[config.mk]
export PLATFORM = sky130hd
export DESIGN_NAME = acpoc_top
export DESIGN_NICKNAME = d
export VERILOG_FILES = /design/src/rtl/acpoc_pkg.sv /design/src/rtl/acpoc_clk_div.sv /design/src/rtl/acpoc_pipe_delay.sv /design/src/rtl/acpoc_top.sv
export SDC_FILE = /design/constraint.sdc
export NUM_CORES = 1
export LEC_CHECK = 0
export BUFFER_PORTS_ARGS = -buffer_cell sky130_fd_sc_hd__buf_2
export CAP_MARGIN = 10
export CORE_MARGIN = 2
export CORE_UTILIZATION = 53
export DETAILED_ROUTE_END_ITERATION = 12
export HOLD_SLACK_MARGIN = 0.03
export PLACE_DENSITY = 0.79
export SYNTH_ARGS = -nofsm -noshare
export SYNTH_HDL_FRONTEND = slang
export SYNTH_SLANG_ARGS = --single-unit
export TNS_END_PERCENT = 100
[constraint.sdc]
create_clock -name i_mclk -period 2.57 [get_ports i_mclk]
set_input_delay 0.1285 -clock i_mclk [delete_from_list [all_inputs] [get_ports i_mclk]]
set_output_delay 0.1285 -clock i_mclk [all_outputs]
set_load 0.02 [all_outputs]
[src/rtl/acpoc_pkg.sv]
// Constants shared by the converter control logic.
// Assumes a 100 MHz control clock; all times are converted here.
package acpoc_pkg;
    // Register offsets
    localparam logic [12:0] ADR_POWER_MODE  = 13'h0008;
    localparam logic [12:0] ADR_CLOCK_CTRL  = 13'h0009;
    localparam logic [12:0] ADR_CLOCK_DIV   = 13'h000B;
    localparam logic [12:0] ADR_STATUS      = 13'h000D;
    localparam logic [12:0] ADR_OUTPUT_MODE = 13'h0014;
    localparam logic [12:0] ADR_NSR_CTRL    = 13'h003C;

    // Field positions
    localparam int POS_PWR_MODE   = 0;
    localparam int POS_DCS_EN     = 0;
    localparam int POS_DIV_RATIO  = 0;
    localparam int POS_FORMAT     = 0;
    localparam int POS_TRISTATE   = 4;
    localparam int POS_NSR_EN     = 0;
    localparam int POS_STS_LOCK   = 0;
    localparam int POS_STS_AWAKE  = 1;

    // Power mode codes
    localparam logic [1:0] PWR_NORMAL  = 2'h0;
    localparam logic [1:0] PWR_DOWN    = 2'h1;
    localparam logic [1:0] PWR_STANDBY = 2'h2;

    // Output formats
    localparam logic [1:0] FMT_OFFSET = 2'h0;
    localparam logic [1:0] FMT_TWOS   = 2'h1;
    localparam logic [1:0] FMT_GRAY   = 2'h2;

    // Reset values; divide field holds ratio minus one
    localparam logic [1:0] RST_PWR_MODE = 2'h0;
    localparam logic [2:0] RST_DIV      = 3'h0;
    localparam logic       RST_DCS_EN   = (RST_DIV != 3'h0);
    localparam logic [1:0] RST_FORMAT   = 2'h0;
    localparam logic       RST_TRISTATE = 1'b0;
    localparam logic       RST_NSR_EN   = 1'b0;

    // Latencies in sample clocks
    localparam int LAT_PLAIN = 10;
    localparam int LAT_NSR   = 13;
    localparam int LAT_OVR   = 10;

    // Timing
    localparam int CLK_MHZ          = 100;
    localparam int DCS_MIN_MHZ      = 40;
    localparam int DCS_MAX_PERIOD   = CLK_MHZ / DCS_MIN_MHZ;
    localparam int DCS_RELOCK_NS    = 1500;
    localparam int DCS_RELOCK_CYC   =
        (DCS_RELOCK_NS * CLK_MHZ + 999) / 1000;
    localparam int STBY_WAKE_NS     = 1000;
    localparam int STBY_WAKE_CYC    =
        (STBY_WAKE_NS * CLK_MHZ + 999) / 1000;
    localparam int PD_WAKE_SHIFT    = 4;
endpackage : acpoc_pkg

[src/rtl/acpoc_clk_div.sv]
// Integer divider of the sampled converter clock.
// Assumes the clock input is already synchronous to i_mclk.
`timescale 1ns/1ps
module acpoc_clk_div #(
    parameter int RW = 3
) (
    // Clock and reset
    input  wire logic          i_mclk,
    input  wire logic          i_nrst,
    // Control
    input  wire logic          i_run,
    input  wire logic [RW-1:0] i_ratio_m1,
    input  wire logic          i_clk_in,
    // Divided clock
    output logic               o_tick,
    output logic               o_level
);
    logic          prev_q;
    logic [RW-1:0] cnt_q;
    logic          rise;
    logic          fall;

    assign rise   = i_clk_in & ~prev_q;
    assign fall   = ~i_clk_in & prev_q;
    assign o_tick = rise & i_run & (cnt_q == i_ratio_m1);

    always_ff @(posedge i_mclk or negedge i_nrst) begin
        if (!i_nrst) begin
            prev_q <= 1'b0;
        end else begin
            prev_q <= i_clk_in;
        end
    end

    // Divide by one through eight
    always_ff @(posedge i_mclk or negedge i_nrst) begin
        if (!i_nrst) begin
            cnt_q <= '0;
        end else if (!i_run) begin
            cnt_q <= '0;
        end else if (rise) begin
            cnt_q <= (cnt_q >= i_ratio_m1) ? '0 : cnt_q + 1'b1;
        end
    end

    // Raw duty: high for the high phase of one input cycle
    always_ff @(posedge i_mclk or negedge i_nrst) begin
        if (!i_nrst) begin
            o_level <= 1'b0;
        end else if (o_tick) begin
            o_level <= 1'b1;
        end else if (fall || !i_run) begin
            o_level <= 1'b0;
        end
    end
endmodule : acpoc_clk_div

[src/rtl/acpoc_pipe_delay.sv]
// Sample delay line with a selectable output tap.
// Assumes one advance per internal sample clock tick.
`timescale 1ns/1ps
module acpoc_pipe_delay #(
    parameter int W     = 12,
    parameter int DEPTH = 13
) (
    // Clock and reset
    input  wire logic         i_mclk,
    input  wire logic         i_nrst,
    // Shift control
    input  wire logic         i_adv,
    input  wire logic [3:0]   i_tap,
    input  wire logic [W-1:0] i_data,
    // Delayed data
    output logic [W-1:0]      o_data
);
    logic [W-1:0] stage_q [DEPTH];

    always_ff @(posedge i_mclk or negedge i_nrst) begin
        if (!i_nrst) begin
            stage_q[0] <= '0;
        end else if (i_adv) begin
            stage_q[0] <= i_data;
        end
    end

    for (genvar g = 1; g < DEPTH; g++) begin : g_stage
        always_ff @(posedge i_mclk or negedge i_nrst) begin
            if (!i_nrst) begin
                stage_q[g] <= '0;
            end else if (i_adv) begin
                stage_q[g] <= stage_q[g-1];
            end
        end
    end

    // Tap counts stages from one
    assign o_data = stage_q[i_tap - 4'h1];
endmodule : acpoc_pipe_delay

[src/rtl/acpoc_top.sv]
// Clock, power and output control around a pipelined converter core.
// Assumes all pins are synchronous to i_mclk and the core result of
// each sample is presented on i_core_data at its sampling tick.
// Overview of operation
// - Sample clock is divided by an integer one through eight.
// - Duty stabilizer is enabled at reset unless divide ratio is one.
// - Enabled stabilizer regenerates the falling edge for half-period high.
// - Stabilizer loop need not run below about forty megahertz.
// - Unlocked stabilizer is bypassed; raw duty cycle is used.
// - Power mode 01 at 0x08 shuts reference, bias and clock.
// - Data, overrange and strobe outputs are high impedance in power-down.
// - Power mode 10 is standby with reference kept for fast wake.
// - Wake-up time grows with time spent powered down.
// - Output encoding is offset binary, two's complement or Gray.
// - Bit 4 of 0x14 forces data outputs to high impedance.
// - Latency is 10 samples, or 13 with noise shaping on.
// - Output data updates one clock before the internal clock rising edge.
// - Capture strobe is driven with the data for the receiver.
// - Overrange flag follows its sample by 10 clocks.
// - Each sample is captured on the divider tick, one clock before the internal clock rising edge.
`timescale 1ns/1ps
module acpoc_top #(
    parameter int DW          = 11,
    parameter int PW          = 16,
    parameter int RELOCK_CYC  = acpoc_pkg::DCS_RELOCK_CYC,
    parameter int MAX_PERIOD  = acpoc_pkg::DCS_MAX_PERIOD,
    parameter int STBY_CYC    = acpoc_pkg::STBY_WAKE_CYC
) (
    // Clock and reset
    input  wire logic          i_mclk,
    input  wire logic          i_nrst,
    // Sample clock and core results
    input  wire logic          i_sample_clk,
    input  wire logic [DW-1:0] i_core_data,
    input  wire logic          i_core_ovr,
    // Serial port
    input  wire logic          i_sclk,
    input  wire logic          i_csb_n,
    input  wire logic          i_sdio,
    output logic               o_sdio,
    output logic               o_sdio_oe,
    // Internal clock and power
    output logic               o_int_clk,
    output logic               o_ref_on,
    output logic               o_bias_on,
    output logic               o_awake,
    // Output port
    output logic [DW-1:0]      o_data,
    output logic               o_data_oe,
    output logic               o_ovr,
    output logic               o_ovr_oe,
    output logic               o_capture_strobe_out,
    output logic               o_strobe_oe
);
    typedef enum logic [3:0] {
        ACPOC_PWR_RUN  = 4'b0001,
        ACPOC_PWR_DOWN = 4'b0010,
        ACPOC_PWR_STBY = 4'b0100,
        ACPOC_PWR_WAKE = 4'b1000
    } acpoc_pwr_t;

    typedef enum logic [2:0] {
        ACPOC_SPI_INSTR = 3'b001,
        ACPOC_SPI_DATA  = 3'b010,
        ACPOC_SPI_DONE  = 3'b100
    } acpoc_spi_t;

    // Configuration registers
    logic [1:0]  pwr_mode_q;
    logic        dcs_en_q;
    logic [2:0]  div_q;
    logic [1:0]  fmt_q;
    logic        tri_q;
    logic        nsr_q;

    // Status
    logic        locked_q;
    acpoc_pwr_t  pwr_q;

    function automatic logic [7:0] reg_read(input logic [12:0] a);
        logic [7:0] r;
        r = 8'h00;
        case (a)
            acpoc_pkg::ADR_POWER_MODE:
                r[acpoc_pkg::POS_PWR_MODE +: 2] = pwr_mode_q;
            acpoc_pkg::ADR_CLOCK_CTRL:
                r[acpoc_pkg::POS_DCS_EN] = dcs_en_q;
            acpoc_pkg::ADR_CLOCK_DIV:
                r[acpoc_pkg::POS_DIV_RATIO +: 3] = div_q;
            acpoc_pkg::ADR_STATUS: begin
                r[acpoc_pkg::POS_STS_LOCK]  = locked_q;
                r[acpoc_pkg::POS_STS_AWAKE] = (pwr_q == ACPOC_PWR_RUN);
            end
            acpoc_pkg::ADR_OUTPUT_MODE: begin
                r[acpoc_pkg::POS_FORMAT +: 2]  = fmt_q;
                r[acpoc_pkg::POS_TRISTATE]     = tri_q;
            end
            acpoc_pkg::ADR_NSR_CTRL:
                r[acpoc_pkg::POS_NSR_EN] = nsr_q;
            default: r = 8'h00;
        endcase
        return r;
    endfunction : reg_read

    function automatic logic [DW-1:0] encode(input logic [DW-1:0] b,
                                             input logic [1:0] f);
        logic [DW-1:0] r;
        r = b;
        case (f)
            acpoc_pkg::FMT_TWOS: r = {~b[DW-1], b[DW-2:0]};
            acpoc_pkg::FMT_GRAY: r = b ^ (b >> 1);
            default:             r = b;
        endcase
        return r;
    endfunction : encode

    // Serial port, sampled as plain inputs
    acpoc_spi_t  spi_q;
    logic        sclk_q;
    logic [15:0] sh_q;
    logic [3:0]  bit_q;
    logic        rw_q;
    logic [1:0]  wlen_q;
    logic [12:0] addr_q;
    logic [1:0]  nbytes_q;
    logic [7:0]  rd_q;
    logic        sclk_rise;
    logic        sclk_fall;
    logic [15:0] sh_next;
    logic        wr_stb;

    assign sclk_rise = i_sclk & ~sclk_q & ~i_csb_n;
    assign sclk_fall = ~i_sclk & sclk_q & ~i_csb_n;
    assign sh_next   = {sh_q[14:0], i_sdio};
    assign wr_stb    = sclk_rise & (spi_q == ACPOC_SPI_DATA) & ~rw_q
                     & (bit_q == 4'h7);

    always_ff @(posedge i_mclk or negedge i_nrst) begin
        if (!i_nrst) begin
            sclk_q <= 1'b0;
        end else begin
            sclk_q <= i_sclk;
        end
    end

    // Frame: 16-bit instruction then data bytes
    always_ff @(posedge i_mclk or negedge i_nrst) begin
        if (!i_nrst) begin
            spi_q    <= ACPOC_SPI_INSTR;
            sh_q     <= 16'h0000;
            bit_q    <= 4'h0;
            rw_q     <= 1'b0;
            wlen_q   <= 2'h0;
            addr_q   <= 13'h0000;
            nbytes_q <= 2'h0;
            rd_q     <= 8'h00;
        end else if (i_csb_n) begin
            spi_q <= ACPOC_SPI_INSTR;
            bit_q <= 4'h0;
        end else if (sclk_rise) begin
            sh_q <= sh_next;
            case (spi_q)
                ACPOC_SPI_INSTR: begin
                    bit_q <= bit_q + 4'h1;
                    if (bit_q == 4'hF) begin
                        rw_q     <= sh_next[15];
                        wlen_q   <= sh_next[14:13];
                        addr_q   <= sh_next[12:0];
                        nbytes_q <= 2'h0;
                        rd_q     <= reg_read(sh_next[12:0]);
                        bit_q    <= 4'h0;
                        spi_q    <= ACPOC_SPI_DATA;
                    end
                end
                ACPOC_SPI_DATA: begin
                    bit_q <= bit_q + 4'h1;
                    if (bit_q == 4'h7) begin
                        bit_q    <= 4'h0;
                        addr_q   <= addr_q + 13'h0001;
                        nbytes_q <= nbytes_q + 2'h1;
                        rd_q     <= reg_read(addr_q + 13'h0001);
                        if (wlen_q != 2'h3 && nbytes_q == wlen_q) begin
                            spi_q <= ACPOC_SPI_DONE;
                        end
                    end
                end
                ACPOC_SPI_DONE: spi_q <= ACPOC_SPI_DONE;
                default:        spi_q <= ACPOC_SPI_INSTR;
            endcase
        end
    end

    // Read data driven on falling serial clock
    always_ff @(posedge i_mclk or negedge i_nrst) begin
        if (!i_nrst) begin
            o_sdio    <= 1'b0;
            o_sdio_oe <= 1'b0;
        end else if (i_csb_n || !rw_q || spi_q != ACPOC_SPI_DATA) begin
            o_sdio_oe <= 1'b0;
        end else if (sclk_fall) begin
            o_sdio    <= rd_q[3'h7 - bit_q[2:0]];
            o_sdio_oe <= 1'b1;
        end
    end

    // Register writes
    always_ff @(posedge i_mclk or negedge i_nrst) begin
        if (!i_nrst) begin
            pwr_mode_q <= acpoc_pkg::RST_PWR_MODE;
            dcs_en_q   <= acpoc_pkg::RST_DCS_EN;
            div_q      <= acpoc_pkg::RST_DIV;
            fmt_q      <= acpoc_pkg::RST_FORMAT;
            tri_q      <= acpoc_pkg::RST_TRISTATE;
            nsr_q      <= acpoc_pkg::RST_NSR_EN;
        end else if (wr_stb) begin
            case (addr_q)
                acpoc_pkg::ADR_POWER_MODE:
                    pwr_mode_q <= sh_next[acpoc_pkg::POS_PWR_MODE +: 2];
                acpoc_pkg::ADR_CLOCK_CTRL:
                    dcs_en_q <= sh_next[acpoc_pkg::POS_DCS_EN];
                acpoc_pkg::ADR_CLOCK_DIV:
                    div_q <= sh_next[acpoc_pkg::POS_DIV_RATIO +: 3];
                acpoc_pkg::ADR_OUTPUT_MODE: begin
                    fmt_q <= sh_next[acpoc_pkg::POS_FORMAT +: 2];
                    tri_q <= sh_next[acpoc_pkg::POS_TRISTATE];
                end
                acpoc_pkg::ADR_NSR_CTRL:
                    nsr_q <= sh_next[acpoc_pkg::POS_NSR_EN];
                default: tri_q <= tri_q;
            endcase
        end
    end

    // Power sequencing
    logic [PW-1:0] pd_time_q;
    logic [PW-1:0] wake_q;
    logic [PW-1:0] pd_wake;

    // Wake time scaled from time spent down, never below standby
    assign pd_wake = (pd_time_q >> acpoc_pkg::PD_WAKE_SHIFT)
                   > PW'(STBY_CYC)
                   ? pd_time_q >> acpoc_pkg::PD_WAKE_SHIFT
                   : PW'(STBY_CYC);

    always_ff @(posedge i_mclk or negedge i_nrst) begin
        if (!i_nrst) begin
            pwr_q     <= ACPOC_PWR_RUN;
            pd_time_q <= '0;
            wake_q    <= '0;
        end else begin
            case (pwr_q)
                ACPOC_PWR_RUN: begin
                    pd_time_q <= '0;
                    if (pwr_mode_q == acpoc_pkg::PWR_DOWN) begin
                        pwr_q <= ACPOC_PWR_DOWN;
                    end else if (pwr_mode_q == acpoc_pkg::PWR_STANDBY) begin
                        pwr_q <= ACPOC_PWR_STBY;
                    end
                end
                ACPOC_PWR_DOWN: begin
                    if (pd_time_q != '1) begin
                        pd_time_q <= pd_time_q + 1'b1;
                    end
                    if (pwr_mode_q == acpoc_pkg::PWR_STANDBY) begin
                        pwr_q <= ACPOC_PWR_STBY;
                    end else if (pwr_mode_q != acpoc_pkg::PWR_DOWN) begin
                        wake_q <= pd_wake;
                        pwr_q  <= ACPOC_PWR_WAKE;
                    end
                end
                ACPOC_PWR_STBY: begin
                    if (pwr_mode_q == acpoc_pkg::PWR_DOWN) begin
                        pwr_q <= ACPOC_PWR_DOWN;
                    end else if (pwr_mode_q != acpoc_pkg::PWR_STANDBY) begin
                        wake_q <= PW'(STBY_CYC);
                        pwr_q  <= ACPOC_PWR_WAKE;
                    end
                end
                ACPOC_PWR_WAKE: begin
                    wake_q <= wake_q - 1'b1;
                    if (pwr_mode_q == acpoc_pkg::PWR_DOWN) begin
                        pwr_q <= ACPOC_PWR_DOWN;
                    end else if (wake_q <= PW'(1)) begin
                        pwr_q <= ACPOC_PWR_RUN;
                    end
                end
                default: pwr_q <= ACPOC_PWR_RUN;
            endcase
        end
    end

    logic powered_dn;
    assign powered_dn = (pwr_q == ACPOC_PWR_DOWN);
    assign o_ref_on   = ~powered_dn;
    assign o_bias_on  = (pwr_q == ACPOC_PWR_RUN)
                      | (pwr_q == ACPOC_PWR_WAKE);
    assign o_awake    = (pwr_q == ACPOC_PWR_RUN);

    // Clock divider; clock stops in power-down and standby
    logic tick;
    logic raw_level;

    acpoc_clk_div #(
        .RW (3)
    ) u_div (
        .i_mclk     (i_mclk),
        .i_nrst     (i_nrst),
        .i_run      (~powered_dn & (pwr_q != ACPOC_PWR_STBY)),
        .i_ratio_m1 (div_q),
        .i_clk_in   (i_sample_clk),
        .o_tick     (tick),
        .o_level    (raw_level)
    );

    // Duty cycle stabilizer: period measure and lock
    logic [PW-1:0] phase_q;
    logic [PW-1:0] period_q;
    logic [PW-1:0] relock_q;

    always_ff @(posedge i_mclk or negedge i_nrst) begin
        if (!i_nrst) begin
            phase_q  <= '0;
            period_q <= '0;
        end else if (tick) begin
            phase_q  <= PW'(1);
            period_q <= phase_q;
        end else if (phase_q != '1) begin
            phase_q <= phase_q + 1'b1;
        end
    end

    // Any period change restarts the relock wait
    always_ff @(posedge i_mclk or negedge i_nrst) begin
        if (!i_nrst) begin
            relock_q <= '0;
            locked_q <= 1'b0;
        end else if (!dcs_en_q || (tick && phase_q != period_q)) begin
            relock_q <= '0;
            locked_q <= 1'b0;
        end else if (period_q > PW'(MAX_PERIOD)) begin
            locked_q <= 1'b0;
        end else if (relock_q < PW'(RELOCK_CYC)) begin
            relock_q <= relock_q + 1'b1;
        end else begin
            locked_q <= 1'b1;
        end
    end

    // Internal clock: regenerated falling edge when locked
    logic dcs_level_q;

    always_ff @(posedge i_mclk or negedge i_nrst) begin
        if (!i_nrst) begin
            dcs_level_q <= 1'b0;
        end else if (tick) begin
            dcs_level_q <= 1'b1;
        end else if (phase_q >= (period_q >> 1)) begin
            dcs_level_q <= 1'b0;
        end
    end

    always_ff @(posedge i_mclk or negedge i_nrst) begin
        if (!i_nrst) begin
            o_int_clk <= 1'b0;
        end else if (dcs_en_q && locked_q) begin
            o_int_clk <= dcs_level_q;
        end else begin
            o_int_clk <= raw_level;
        end
    end

    // Sample pipeline; sample taken at each divider tick, one clock before the internal rising edge
    logic [DW-1:0] pipe_out;
    logic          ovr_out;

    acpoc_pipe_delay #(
        .W     (DW),
        .DEPTH (acpoc_pkg::LAT_NSR)
    ) u_data_pipe (
        .i_mclk (i_mclk),
        .i_nrst (i_nrst),
        .i_adv  (tick),
        .i_tap  (nsr_q ? 4'(acpoc_pkg::LAT_NSR)
                       : 4'(acpoc_pkg::LAT_PLAIN)),
        .i_data (i_core_data),
        .o_data (pipe_out)
    );

    acpoc_pipe_delay #(
        .W     (1),
        .DEPTH (acpoc_pkg::LAT_OVR)
    ) u_ovr_pipe (
        .i_mclk (i_mclk),
        .i_nrst (i_nrst),
        .i_adv  (tick),
        .i_tap  (4'(acpoc_pkg::LAT_OVR)),
        .i_data (i_core_ovr),
        .o_data (ovr_out)
    );

    // Output register updates on the divider tick, one clock before the internal edge rises
    always_ff @(posedge i_mclk or negedge i_nrst) begin
        if (!i_nrst) begin
            o_data <= '0;
            o_ovr  <= 1'b0;
        end else if (tick) begin
            o_data <= encode(pipe_out, fmt_q);
            o_ovr  <= ovr_out;
        end
    end

    // Strobe follows the internal clock, one cycle behind so that
    // its rising edge lands after the data has settled
    always_ff @(posedge i_mclk or negedge i_nrst) begin
        if (!i_nrst) begin
            o_capture_strobe_out <= 1'b0;
        end else begin
            o_capture_strobe_out <= o_int_clk;
        end
    end

    // Tristate is a slow setting; no glitch-free handover implied
    assign o_data_oe   = ~powered_dn & ~tri_q;
    assign o_ovr_oe    = ~powered_dn;
    assign o_strobe_oe = ~powered_dn;
endmodule : acpoc_top

==> flow_summary.ini <==
[floorplanning]
die_w_um = 173
floorplan.rows = 61
fp.coreArea_um2 = 27900
ioPinCount = 40
initial_cell_density_of_the_core = 0.540
die_area_um2 = 29800
die_height_um = 173

[yosys]
synth_edf_count = 0
unique_cell_type_count_in_the_yosys_netlist = 83
postSynthNetCount = 1668
synth_async_reset_ratio = 1.00
sequential_element_share_of_the_synthesized_area = 0.523
post_synth_instance_area_um2 = 15100
synth-adder-area-share = 0.0257
synth-compound-area-share = 0.100
ys.warnings.count = 0
post_syn_instances = 1619
synth.avg_cell_area_um2 = 9.32
ys_ff_latch = 315
synth-xor-area-share = 0.0330
synth.area.mux_share = 0.0525
combinational_family_with_the_most_area_after_synthesis = simple AND/OR/NAND/NOR gates
ys.flop_type = sky130_fd_sc_hd__dfrtp_1
synthSimpleGateAreaFrac = 0.224

[final_layout]
num_antenna_cells = 0
nets = 1717
layout.filler_cells = 2285
fin_util = 0.614
most-common-layout-cells = sky130_fd_sc_hd__nand2_1 (486), sky130_fd_sc_hd__dfrtp_1 (313), sky130_fd_sc_hd__nor2_1 (103)
area_of_all_placed_cells_without_fillers_um2 = 17100
area.growth.synth_to_final_pct = 13.6
commonest_non_fill_non_tap_cell_in_the_layout = sky130_fd_sc_hd__nand2_1
drive_above_1_share = 0.130

[detailed_routing]
drt-pass1-iter-count = 5
antenna_left = 0
wirelength_mm = 31.0
vias_per_cell = 5.53
drcViolationCount = 0
wl_per_cell_um = 15.0
route.vias.total = 11500
dr.first_iter.drc_count = 783

[status]
outcome = finished, final reports clean

[setup_path]
reg_to_reg_start = bit_q[1]$_DFFE_PN0P_
cp.arrival_ns = 2.74
worst_reg_to_reg_cells = 7
crit-reg2reg-capture = fmt_q[0]$_DFFE_PN0P_
required_ns = 2.98
crit_fanout = 6
slack_of_the_worst_reg_to_reg_path_ns = 0.24
worst-setup-path-type = reg2reg
setup.worst_path.start_class = flop
cp-end-kind = flop

[grt]
antenna_found_initial = 0
grt_pass1_wl_mm = 53.6
globalRoute.totalOverflow = 0
grt.total_usage = 0.212
via_count_of_the_first_global_routing_pass = 11200
maximum_number_of_pins_on_one_net_before_global_route_repair = 68

[cts]
cts_htree_levels = 2
clk_latency_ns = 0.53
tritoncts = built
max-clock-path-buffers = 3
clk_pin_slew_worst_paths_ns = 0.06
number_of_clock_sinks = 315
postCtsSetupRepairBufs = 0
inserted_clock_buffers = 35
ctsRootBufferMaster = sky130_fd_sc_hd__clkbuf_16

[power_and_ir_drop]
ir_drop_uv = 585
p_leak_nw = 8.17
powerDensity_nw_per_um2 = 744

[sta]
final_clock_skew_ns = 0.0160
timing.max_slew.rel_slack = 0.413
timing.final.crit_period_ns = 2.33
timing.final.setup_violations = 0
fmax_mhz = 429
final-max-slew-violation-count = 0
finalCritPeriodShare = 0.906
finalSetupTns_ns = 0
worstMarginPinSlew_ns = 0.881
finalHoldViolCount = 0
rsz0062_at_grt = false

[worst_hold_path]
timing.hold.worst.start = i_sdio
worst_hold_path_type = in2reg
worstHoldEndpoint = addr_q[0]$_DFFE_PN0P_
timing.hold.worst_path_depth = 3

[run]
cap_violations = 0

[place]
place_hpwl_mm = 20.4
final_gp_congestion = 0.862
placed_area_um2 = 15800
place.port_buffers = 39
## layout make-up
| type | instances | area (µm²) | area share |
|---|---|---|---|
| flip-flops and latches | 315 | 7890 | 0.460 |
| clock buffers | 46 | 947 | 0.0553 |
| repair buffers | 98 | 813 | 0.0475 |
| multi-input cells | 1165 | 6590 | 0.385 |
| well taps | 378 | 473 | 0.0276 |
| inverters | 53 | 204 | 0.0119 |
| clock inverters | 17 | 226 | 0.0132 |
## kinds of logic after synthesis
logic type                 Yosys count
muxes                               72
AOI/OAI and AO/OA                  237
adders and majority gates           31
xor gates and xnor gates            56
and+or+nand+nor                    769
buffers and inverters              139
DFF                                315
## state kept, by name, indices dropped and copies added (netlist names), 11 cells and up
signal,cells
relock_q,16
wake_q,16
phase_q,16
sh_q,15
period_q,16
u_data_pipe.stage_q,143
o_data,11
addr_q,13
pd_time_q,16
## cells in the mapped netlist, types with 6 or more instances
cell type / n / area [µm²]
sky130_fd_sc_hd__nor3_1: 21 / 105
sky130_fd_sc_hd__nor2_1: 103 / 387
sky130_fd_sc_hd__dfrtp_1: 313 / 7830
sky130_fd_sc_hd__a21oi_1: 67 / 335
sky130_fd_sc_hd__a21o_1: 9 / 67.6
sky130_fd_sc_hd__buf_1: 12 / 45.0
sky130_fd_sc_hd__o21ai_0: 65 / 325
sky130_fd_sc_hd__inv_1: 52 / 195
sky130_fd_sc_hd__mux2_2: 57 / 642
sky130_fd_sc_hd__xor2_1: 22 / 193
sky130_fd_sc_hd__nand2_1: 486 / 1820
sky130_fd_sc_hd__or3_1: 10 / 62.6
sky130_fd_sc_hd__and3_1: 10 / 62.6
sky130_fd_sc_hd__mux2i_1: 15 / 150
sky130_fd_sc_hd__buf_2: 30 / 150
sky130_fd_sc_hd__a211oi_1: 6 / 45.0
sky130_fd_sc_hd__nand3_1: 38 / 190
sky130_fd_sc_hd__nor4_1: 13 / 81.3
sky130_fd_sc_hd__nand4_1: 19 / 119
sky130_fd_sc_hd__ha_1: 31 / 388
sky130_fd_sc_hd__nand2b_1: 12 / 75.1
sky130_fd_sc_hd__and4_1: 8 / 70.1
sky130_fd_sc_hd__nor2b_1: 10 / 62.6
sky130_fd_sc_hd__clkbuf_1: 35 / 131
sky130_fd_sc_hd__a31oi_1: 15 / 93.8
sky130_fd_sc_hd__and2_1: 6 / 37.5
sky130_fd_sc_hd__xnor2_1: 33 / 289
## where the power goes
part,internal [W],leakage (nW),switching [W],total (W)
clock,0.00304,0.582,0.00203,0.00507
sequential,0.00562,4.23,0.000493,0.00611
combinational,0.000686,3.35,0.000888,0.00157
## worst max path at each step
stage,to,cells after the start,startpoint,slack [ns]
6_report,fmt_q[0]$_DFFE_PN0P_,7,bit_q[1]$_DFFE_PN0P_,0.24
5_1_grt,fmt_q[1]$_DFFE_PN0P_,7,bit_q[1]$_DFFE_PN0P_,0.09
4_1_cts,fmt_q[0]$_DFFE_PN0P_,7,bit_q[1]$_DFFE_PN0P_,0.14
3_5_place_dp,fmt_q[0]$_DFFE_PN0P_,7,bit_q[1]$_DFFE_PN0P_,0.16
2_1_floorplan,fmt_q[0]$_DFFE_PN0P_,7,bit_q[1]$_DFFE_PN0P_,0.48
3_3_place_gp,fmt_q[1]$_DFFE_PN0P_,7,bit_q[0]$_DFFE_PN0P_,0.28
## layer usage
layer	vias to the layer above	wire, µm	track usage
met3	60	1510	0.0317
li1	5564	-	-
met4	0	626	0.0660
met1	5559	13800	0.289
met2	274	15100	0.352
met5	-	0	0
## per-stage QoR
step	power, W	worst slack, ns	std cells	hold slack (ns)
3_5_place_dp	0.00774	0.157	1993	0.124
2_1_floorplan	0.00716	0.478	1619	-0.167
4_1_cts	0.0129	0.136	2072	0.0694
3_3_place_gp	0.00764	0.279	1993	0.122
5_1_grt	0.0134	0.0870	2072	0.127
6_report	0.0128	0.241	2072	0.103
## worst max-delay path, stage by stage (launching register included)
cell	delay (ns)
sky130_fd_sc_hd__dfrtp_1	0.42
sky130_fd_sc_hd__ha_1	0.22
sky130_fd_sc_hd__nand2_1	0.10
sky130_fd_sc_hd__nor3_2	0.27
sky130_fd_sc_hd__nand4b_1	0.19
sky130_fd_sc_hd__or3_1	0.43
sky130_fd_sc_hd__nor3_2	0.21
sky130_fd_sc_hd__mux2_2	0.37
## timing repair
item,in CTS,in global routing
endpoints found under the hold margin,143,0
hold buffers,16,0
gates resized for setup,0,1
endpoints found under the setup margin,0,3
No activity file was read; power rests on OpenSTA's default activity.
